$ cat src/cspf_params.svh
// Purpose: constants for the clock stop and power fail control block
// Assumes: core clock of 25 MHz
// Notes:   times are kept in their own unit, cycle counts derived
`ifndef CSPF_PARAMS_SVH
`define CSPF_PARAMS_SVH
`define CSPF_CLK_MHZ        25
`define CSPF_ONESHOT_US     1000
`define CSPF_ONESHOT_CYC    (`CSPF_ONESHOT_US * `CSPF_CLK_MHZ)
`define CSPF_PSW_WIDTH      16
`define CSPF_PSW_INTEN_BIT  1
`define CSPF_PSW_MACHINE_FAULT_BIT   2
`define CSPF_DIV_INIT       2'h0
`define CSPF_DIV_FIRE       2'h3
`define CSPF_HALF_WIDTH     16
`endif

$ cat src/cspf_pkg.sv
// Purpose: types for the clock stop and power fail control block
// Assumes: nothing
// Notes:   states are one-hot
package cspf_pkg;
  typedef enum logic [2:0] {
    CSPF_OS_IDLE = 3'h1,
    CSPF_OS_RUN  = 3'h2,
    CSPF_OS_DONE = 3'h4
  } cspf_os_e;
  typedef logic [1:0] cspf_div_t;
endpackage

$ cat src/cspf_sync_if.sv
// Purpose: carries a synchronised pin level and its edge pulses
// Assumes: one core clock domain
// Notes:   driven by the synchroniser, read by the control block
`timescale 1ns/1ns
interface cspf_sync_if;
  logic level;
  logic rise;
  logic fall;
  modport src (output level, output rise, output fall);
  modport dst (input  level, input  rise, input  fall);
endinterface

$ cat src/cspf_sync.sv
// Purpose: three-flop synchroniser with agreement filter and edges
// Assumes: async pin input, core clock domain
// Notes:   first flop is read only by the second
`timescale 1ns/1ns
module cspf_sync (
  input  wire logic core_clk_i,
  input  wire logic nrst_i,
  input  wire logic pin_i,
  cspf_sync_if.src  out
);
  logic [2:0] sh_reg;
  logic [2:0] sh_next;
  logic       lvl_reg;
  logic       lvl_next;

  always_comb begin
    sh_next  = {sh_reg[1:0], pin_i};
    lvl_next = lvl_reg;
    if (sh_reg[1] == sh_reg[2]) begin
      lvl_next = sh_reg[1];
    end
  end

  always_ff @(posedge core_clk_i or negedge nrst_i) begin
    if (!nrst_i) begin
      sh_reg  <= 3'h0;
      lvl_reg <= 1'h0;
    end else begin
      sh_reg  <= sh_next;
      lvl_reg <= lvl_next;
    end
  end

  assign out.level = lvl_reg;
  assign out.rise  = lvl_next & ~lvl_reg;
  assign out.fall  = ~lvl_next & lvl_reg;
endmodule

$ cat src/cspf_ctrl.sv
// Purpose: clock enables, stop hierarchy, skip logic, system clear and power fail
// Assumes: one core clock; derived clocks are one-cycle enables
// Notes:   power_fail_detect is an async pin, synchronised here
`timescale 1ns/1ns
`include "cspf_params.svh"

// Functional notes
// RL1 - base clock is AND of two-bit counter
// RL2 - divider hold forces counter to initial state
// RL3 - every derived clock gated once from base
// RL4 - control phase loads sequencer; memory halt stops
// RL5 - microword strobe skipped during sequencer halt
// RL6 - memory timing clock never inhibited
// RL7 - destination halt suppresses destination clocks
// RL8 - memory halt stops all but memory clock
// RL9 - io halt stops all but control phase; code stops only strobe and destination clock
// RL10 - read or decode skips destination and strobe
// RL11 - branch: no destination; taken skips strobe
// RL12 - skip flop set, clears next base clock
// RL13 - system clear from off, key, detect
// RL14 - system clear resets memory, bus; until power good
// RL15 - detect fires one millisecond timer, sets warning
// RL16 - timer trailing edge sets power fail
// RL17 - fault from warning with bit2, or loss
// RL18 - reset parity clears warning and parity error
// RL19 - odd parity per halfword, error raises fault
// RL20 - load status copies buffered warning to less-than
// RL21 - attention ignored until status bit1 set
// RL22 - power up swap: bit2, autorestart, run
// RL23 - detect input synchronised before use
module cspf_ctrl #(
  parameter int ONESHOT_CYC = `CSPF_ONESHOT_CYC
) (
  input  wire logic                        core_clk_i,
  input  wire logic                        nrst_i,
  input  wire logic                        divider_hold_i,
  input  wire logic                        memory_halt_i,
  input  wire logic                        io_halt_i,
  input  wire logic                        sequencer_halt_i,
  input  wire logic                        destination_halt_i,
  input  wire logic                        op_branch_i,
  input  wire logic                        op_decode_i,
  input  wire logic                        op_instr_read_i,
  input  wire logic                        branch_taken_i,
  input  wire logic                        power_off_i,
  input  wire logic                        init_key_i,
  input  wire logic                        supplies_ok_i,
  input  wire logic                        power_fail_detect_i,
  input  wire logic                        reset_parity_command_i,
  input  wire logic                        load_status_strobe_i,
  input  wire logic [`CSPF_PSW_WIDTH-1:0]  program_status_word_i,
  input  wire logic                        parity_option_i,
  input  wire logic                        mem_write_i,
  input  wire logic                        mem_read_i,
  input  wire logic [`CSPF_HALF_WIDTH-1:0] mem_wdata_i,
  input  wire logic [`CSPF_HALF_WIDTH-1:0] mem_rdata_i,
  input  wire logic                        mem_rparity_i,
  input  wire logic                        device_irq_i,
  input  wire logic                        irq_ack_i,
  input  wire logic                        auto_restart_i,
  input  wire logic                        run_mode_i,
  output logic                             base_clock_o,
  output logic                             control_phase_clock_o,
  output logic                             sequencer_address_load_o,
  output logic                             microword_strobe_o,
  output logic                             memory_timing_clock_o,
  output logic                             destination_clock_o,
  output logic                             skip_o,
  output logic                             system_clear_o,
  output logic                             early_power_warning_o,
  output logic                             buffered_early_warning_o,
  output logic                             power_fail_o,
  output logic                             primary_power_loss_o,
  output logic                             machine_fault_o,
  output logic                             less_than_flag_o,
  output logic                             mem_wparity_o,
  output logic                             parity_error_o,
  output logic                             io_attention_o,
  output logic                             powerup_swap_o
);

  // ****************************************
  // detect input synchroniser
  // ****************************************
  cspf_sync_if pfd_if ();

  // RL23 synchronise detect input
  cspf_sync u_pfd_sync (
    .core_clk_i (core_clk_i),
    .nrst_i     (nrst_i),
    .pin_i      (power_fail_detect_i),
    .out        (pfd_if)
  );

  // ****************************************
  // divider and derived clock enables
  // ****************************************
  cspf_pkg::cspf_div_t div_reg;
  cspf_pkg::cspf_div_t div_next;
  logic                skip_reg;
  logic                skip_next;
  logic                base;
  logic                skip_op;

  always_comb begin
    // RL2 hold divider at initial state
    if (divider_hold_i) begin
      div_next = `CSPF_DIV_INIT;
    end else begin
      div_next = div_reg + 2'h1;
    end
  end

  // RL1 base clock from counter AND
  assign base    = div_reg[0] & div_reg[1] & ~divider_hold_i;
  assign skip_op = op_decode_i | op_instr_read_i | (op_branch_i & branch_taken_i);

  always_comb begin
    skip_next = skip_reg;
    if (base) begin
      // RL12 set on skip ops, clear next base
      skip_next = skip_reg ? 1'h0 : skip_op;
    end
  end

  always_ff @(posedge core_clk_i or negedge nrst_i) begin
    if (!nrst_i) begin
      div_reg  <= `CSPF_DIV_INIT;
      skip_reg <= 1'h0;
    end else begin
      div_reg  <= div_next;
      skip_reg <= skip_next;
    end
  end

  // RL3 single gate on base clock
  // RL6 memory clock uninhibited
  assign memory_timing_clock_o    = base;
  // RL4 control phase stopped by memory halt
  // RL9 io halt leaves control phase running
  assign control_phase_clock_o    = base & ~memory_halt_i;
  assign sequencer_address_load_o = base & ~memory_halt_i
                                    & (op_branch_i | op_decode_i | op_instr_read_i);
  // RL5 strobe skipped on sequencer halt
  // RL8 memory halt stops strobe
  // RL10 first cycle of read or decode skipped
  // RL11 taken branch skips a strobe
  assign microword_strobe_o       = base & ~memory_halt_i & ~io_halt_i & ~sequencer_halt_i
                                    & (skip_reg | ~skip_op);
  // RL7 destination halt suppresses
  // RL11 branch has no destination clock
  assign destination_clock_o      = base & ~memory_halt_i & ~io_halt_i & ~destination_halt_i
                                    & ~op_branch_i & (skip_reg | ~skip_op);
  assign base_clock_o             = base;
  assign skip_o                   = skip_reg;

  // ****************************************
  // one millisecond timer and power flags
  // ****************************************
  cspf_pkg::cspf_os_e os_reg;
  cspf_pkg::cspf_os_e os_next;
  logic [31:0]        cnt_reg;
  logic [31:0]        cnt_next;
  logic               epw_reg;
  logic               epw_next;
  logic               bepw_reg;
  logic               bepw_next;
  logic               pf_reg;
  logic               pf_next;
  logic               perr_reg;
  logic               perr_next;
  logic               lt_reg;
  logic               lt_next;
  logic               atn_reg;
  logic               atn_next;
  logic               rd_par;

  assign rd_par = ~^mem_rdata_i;

  always_comb begin
    os_next   = os_reg;
    cnt_next  = cnt_reg;
    epw_next  = epw_reg;
    pf_next   = pf_reg;
    perr_next = perr_reg;
    lt_next   = lt_reg;
    atn_next  = atn_reg;
    bepw_next = epw_reg;
    case (os_reg)
      cspf_pkg::CSPF_OS_IDLE: begin
        if (pfd_if.rise) begin
          os_next  = cspf_pkg::CSPF_OS_RUN;
          cnt_next = 32'h0;
        end
      end
      cspf_pkg::CSPF_OS_RUN: begin
        cnt_next = cnt_reg + 32'h1;
        if (cnt_reg == ONESHOT_CYC - 1) begin
          os_next = cspf_pkg::CSPF_OS_DONE;
          // RL16 trailing edge sets power fail
          pf_next = 1'h1;
        end
      end
      cspf_pkg::CSPF_OS_DONE: begin
        if (!pfd_if.level) begin
          os_next = cspf_pkg::CSPF_OS_IDLE;
        end
      end
      default: os_next = cspf_pkg::CSPF_OS_IDLE;
    endcase
    // RL18 reset parity clears warning, set wins
    if (reset_parity_command_i) begin
      epw_next  = 1'h0;
      perr_next = 1'h0;
    end
    // RL15 leading edge sets warning
    if (os_reg == cspf_pkg::CSPF_OS_IDLE && pfd_if.rise) begin
      epw_next = 1'h1;
    end
    // RL19 read parity check
    if (parity_option_i && mem_read_i && (rd_par != mem_rparity_i)) begin
      perr_next = 1'h1;
    end
    // RL20 copy buffered warning on load status
    if (load_status_strobe_i) begin
      lt_next = bepw_reg;
    end
    // RL21 attention pending until enabled and acknowledged
    if (irq_ack_i && program_status_word_i[`CSPF_PSW_INTEN_BIT]) begin
      atn_next = 1'h0;
    end
    if (device_irq_i) begin
      atn_next = 1'h1;
    end
  end

  always_ff @(posedge core_clk_i or negedge nrst_i) begin
    if (!nrst_i) begin
      os_reg   <= cspf_pkg::CSPF_OS_IDLE;
      cnt_reg  <= 32'h0;
      epw_reg  <= 1'h0;
      bepw_reg <= 1'h0;
      pf_reg   <= 1'h0;
      perr_reg <= 1'h0;
      lt_reg   <= 1'h0;
      atn_reg  <= 1'h0;
    end else begin
      os_reg   <= os_next;
      cnt_reg  <= cnt_next;
      epw_reg  <= epw_next;
      bepw_reg <= bepw_next;
      pf_reg   <= pf_next;
      perr_reg <= perr_next;
      lt_reg   <= lt_next;
      atn_reg  <= atn_next;
    end
  end

  // ****************************************
  // outputs
  // ****************************************
  // RL13 clear sources
  // RL14 held until supplies good
  assign system_clear_o = power_off_i | init_key_i | pfd_if.level | ~supplies_ok_i | ~nrst_i;
  // RL19 odd write parity
  assign mem_wparity_o  = parity_option_i & mem_write_i & ~^mem_wdata_i;
  // RL17 fault equation
  assign machine_fault_o = ((epw_reg | perr_reg) & program_status_word_i[`CSPF_PSW_MACHINE_FAULT_BIT])
                           | pf_reg;
  // RL21 gate attention by status bit 1
  assign io_attention_o  = atn_reg & program_status_word_i[`CSPF_PSW_INTEN_BIT];
  // RL22 power up swap condition
  assign powerup_swap_o  = program_status_word_i[`CSPF_PSW_MACHINE_FAULT_BIT] & auto_restart_i
                           & run_mode_i;
  assign early_power_warning_o    = epw_reg;
  assign buffered_early_warning_o = bepw_reg;
  assign power_fail_o             = pf_reg;
  assign primary_power_loss_o     = pf_reg;
  assign parity_error_o           = perr_reg;
  assign less_than_flag_o         = lt_reg;
endmodule

$ cat config.mk
export PLATFORM = sky130hd
export DESIGN_NAME = cspf_ctrl
export DESIGN_NICKNAME = d
export VERILOG_FILES = /design/src/cspf_pkg.sv /design/src/cspf_sync_if.sv /design/src/cspf_sync.sv /design/src/cspf_ctrl.sv
export VERILOG_INCLUDE_DIRS = /design/src /design/src/src
export SDC_FILE = /design/constraint.sdc
export NUM_CORES = 1
export LEC_CHECK = 0
export BUFFER_PORTS_ARGS = -buffer_cell sky130_fd_sc_hd__buf_4
export CORE_UTILIZATION = 54
export DETAILED_ROUTE_END_ITERATION = 10
export PLACE_DENSITY = 0.91
export SLEW_MARGIN = 20
export SYNTH_ARGS = -nofsm -noshare
export SYNTH_HDL_FRONTEND = slang
export SYNTH_SLANG_ARGS = --single-unit
$ cat constraint.sdc
create_clock -name core_clk_i -period 4.2 [get_ports core_clk_i]
set_input_delay 0.84 -clock core_clk_i [delete_from_list [all_inputs] [get_ports core_clk_i]]
set_output_delay 0.84 -clock core_clk_i [all_outputs]
set_load 0.01 [all_outputs]
==> results.ini <==
[clock_network]
cts_setup_buffers=0
cts_tree=built
cts_made_buffers=5
root_buffer=clkbuf_8
hold_buffers=0
cts_sinks=48
clockBufferDepth=2
htreeDepth=2
clk_pin_slew_worst_paths_ns=0.08
clk-insertion-delay-late_ns=0.30
cts-resized-gates=0

[floorplanning]
rows=24
fp.dieW_um=71.6
die_h_um=71.6
ios=91
start_util_pct=58.0
die_area_um2=5120
coreArea_um2=4500

[layout]
fillCellCount=340
multi_input_area_um2=1350
layout_commonest_cell=buf_4
areaGrowthSynthToFinish_pct=26.8
nets=416
final_util_pct=73.5
register_area_um2=1200
diodes=0
layout-drive-gt1-share_pct=27.2
largest_reg_flops=32
fin_cells=394
mostFrequentLayoutCells=78 x buf_4, 47 x dfrtp_1, 36 x nand2_1, 26 x xnor2_1

[routing]
top_layer=met4
via_per_inst=5.92
route.vias.total=2331
detail_route.wirelength_um=5830
met1_length_um=2270
dr.first_iter.drc_count=200
postRouteAntennaNets=0
wl_per_cell_um=14.8
dr_wl_met3_um=391
drtPass1Iterations=4
drcViolationCount=0
met2_length_um=3060

[hold_path]
hp-start=u_pfd_sync.sh_reg[0]
hp-class=flop to flop

[grt]
grt_pass1_vias=2229
grt_pass1_wl_um=9720
grt-ovfl-total=0
antenna_found_initial=0
gr-usage-all-layers_pct=24.7
grt_max_degree=49

[setup_path]
rr_startpoint=os_reg[2]
path_class=primary input to output pin
end_kind=output pin
startpoint=divider_hold_i
crit_fanout=4
crit_required_ns=3.36
critPathLaunchType=primary input
cp.arrival_ns=2.25

[sta]
period_share_pct=73.5
setup_ws_ns=1.11
tightestPinTransition_ns=0.591
rsz0062_at_grt=false
worst_hold_slack_ns=0.357
fin_crit_ns=3.09
setup_violations=0
slew_viol_final=0
relSlewSlack_pct=60.6
finalHoldViolCount=0
skew_ns=0.00741
final.setup.tns_ns=0
fmax_mhz=324

[logic_synthesis]
mappedNetlistArea_um2=2610
netlist.area_leader.share_pct=45.0
synth_area_leaders=dfrtp_1 45%, xnor2_1 8.7%, mux2i_1 6.5%
syn_inst=265
synth-seq-cells=48
ys_warn_count=0
synth_edf_count=0
synth_cell_types=44
ys_seq_area_share_pct=46.0
avgSynthCellArea_um2=9.86
async_flop_share_pct=100
yosysTopAreaCell=dfrtp_1
synth_top_flop_cell=dfrtp_1
syn_nets=340

[pwr]
max-vdd-ir-drop_v=0.000236
powerDensity_nw_per_um2=298
p_leak_nw=1.60

[place]
preCtsSetupSlack_ns=1.11
numPortBuffers=76
dp_cells=386
routabilityCongestion=0.823
hpwl_um=4400

[run_status]
status=complete, no violations

[job]
drv_cap=0

## routing by layer
| metal | GRT usage [%] | vias to the layer above |
|---|---|---|
| met4 | 7.84 | 0 |
| met1 | 28.3 | 1118 |
| met3 | 4.92 | 8 |
| li1 | - | 1100 |
| met2 | 46.1 | 105 |
| met5 | 0 | - |
## Yosys cell counts (all sizes together), types with 2 or more instances
| library cell | number |
|---|---|
| a21oi | 5 |
| mux2i | 17 |
| nor2b | 3 |
| inv | 5 |
| nor2 | 10 |
| nand4 | 9 |
| ha | 2 |
| nand2 | 36 |
| or3b | 2 |
| mux2 | 2 |
| nand3 | 18 |
| xnor2 | 26 |
| nor4b | 2 |
| o21ai | 16 |
| nor4 | 7 |
| buf | 3 |
| nand3b | 2 |
| xor2 | 3 |
| o31ai | 4 |
| a31oi | 3 |
| a21o | 2 |
| nand2b | 2 |
| and4 | 4 |
| and2 | 3 |
| dfrtp | 47 |
| o211ai | 4 |
| nor3 | 5 |
| clkbuf | 6 |
| and3 | 6 |
## per-stage QoR
step	area [µm²]	power [mW]
2_1_floorplan	2610	0.612
6_report	3310	0.986
3_5_place_dp	3220	0.715
3_3_place_gp	3220	0.705
5_1_grt	3310	1.03
4_1_cts	3310	0.993
## power breakdown
group          total [mW]  internal [mW]  switching (mW)
Sequential          0.500          0.482          0.0176
Clock               0.282          0.134           0.148
Combinational       0.204          0.121          0.0833
Total               0.986          0.738           0.249
## worst paths after layout
path / endpoint / slack (ns) / depth (start not counted)
min reg2reg: u_pfd_sync.sh_reg[1] / 0.36 / 0
min: u_pfd_sync.sh_reg[1] / 0.36 / 0
max reg2reg: cnt_reg[19] / 1.97 / 5
min in group asynchronous: cnt_reg[28] / 0.65 / 2
max in group asynchronous: u_pfd_sync.sh_reg[2] / 3.14 / 2
max: destination_clock_o / 1.11 / 6
## critical path, cell delays in order
cell and delay, ns:
buf_4 0.12, nor2b_1 0.26, nor2b_1 0.25, or3b_2 0.48
nor3_1 0.15, buf_4 0.15
## kinds of logic after synthesis
family	share of synthesized area, %
AOI/OAI and AO/OA	9.10
xor gates and xnor gates	10.6
adders and majority gates	1.34
buffers and inverters	2.30
DFF	46.0
muxes	7.38
and+or+nand+nor	23.3
## layout make-up
type                            count  area share (%)
Clock buffer                        8            2.72
Inverter                            5           0.567
Multi-Input combinational cell    203            40.8
Sequential cell                    48            36.3
Tap cell                           52            1.96
Timing Repair Buffer               78            17.7
Note: power is estimated with default switching activity, not from simulation.
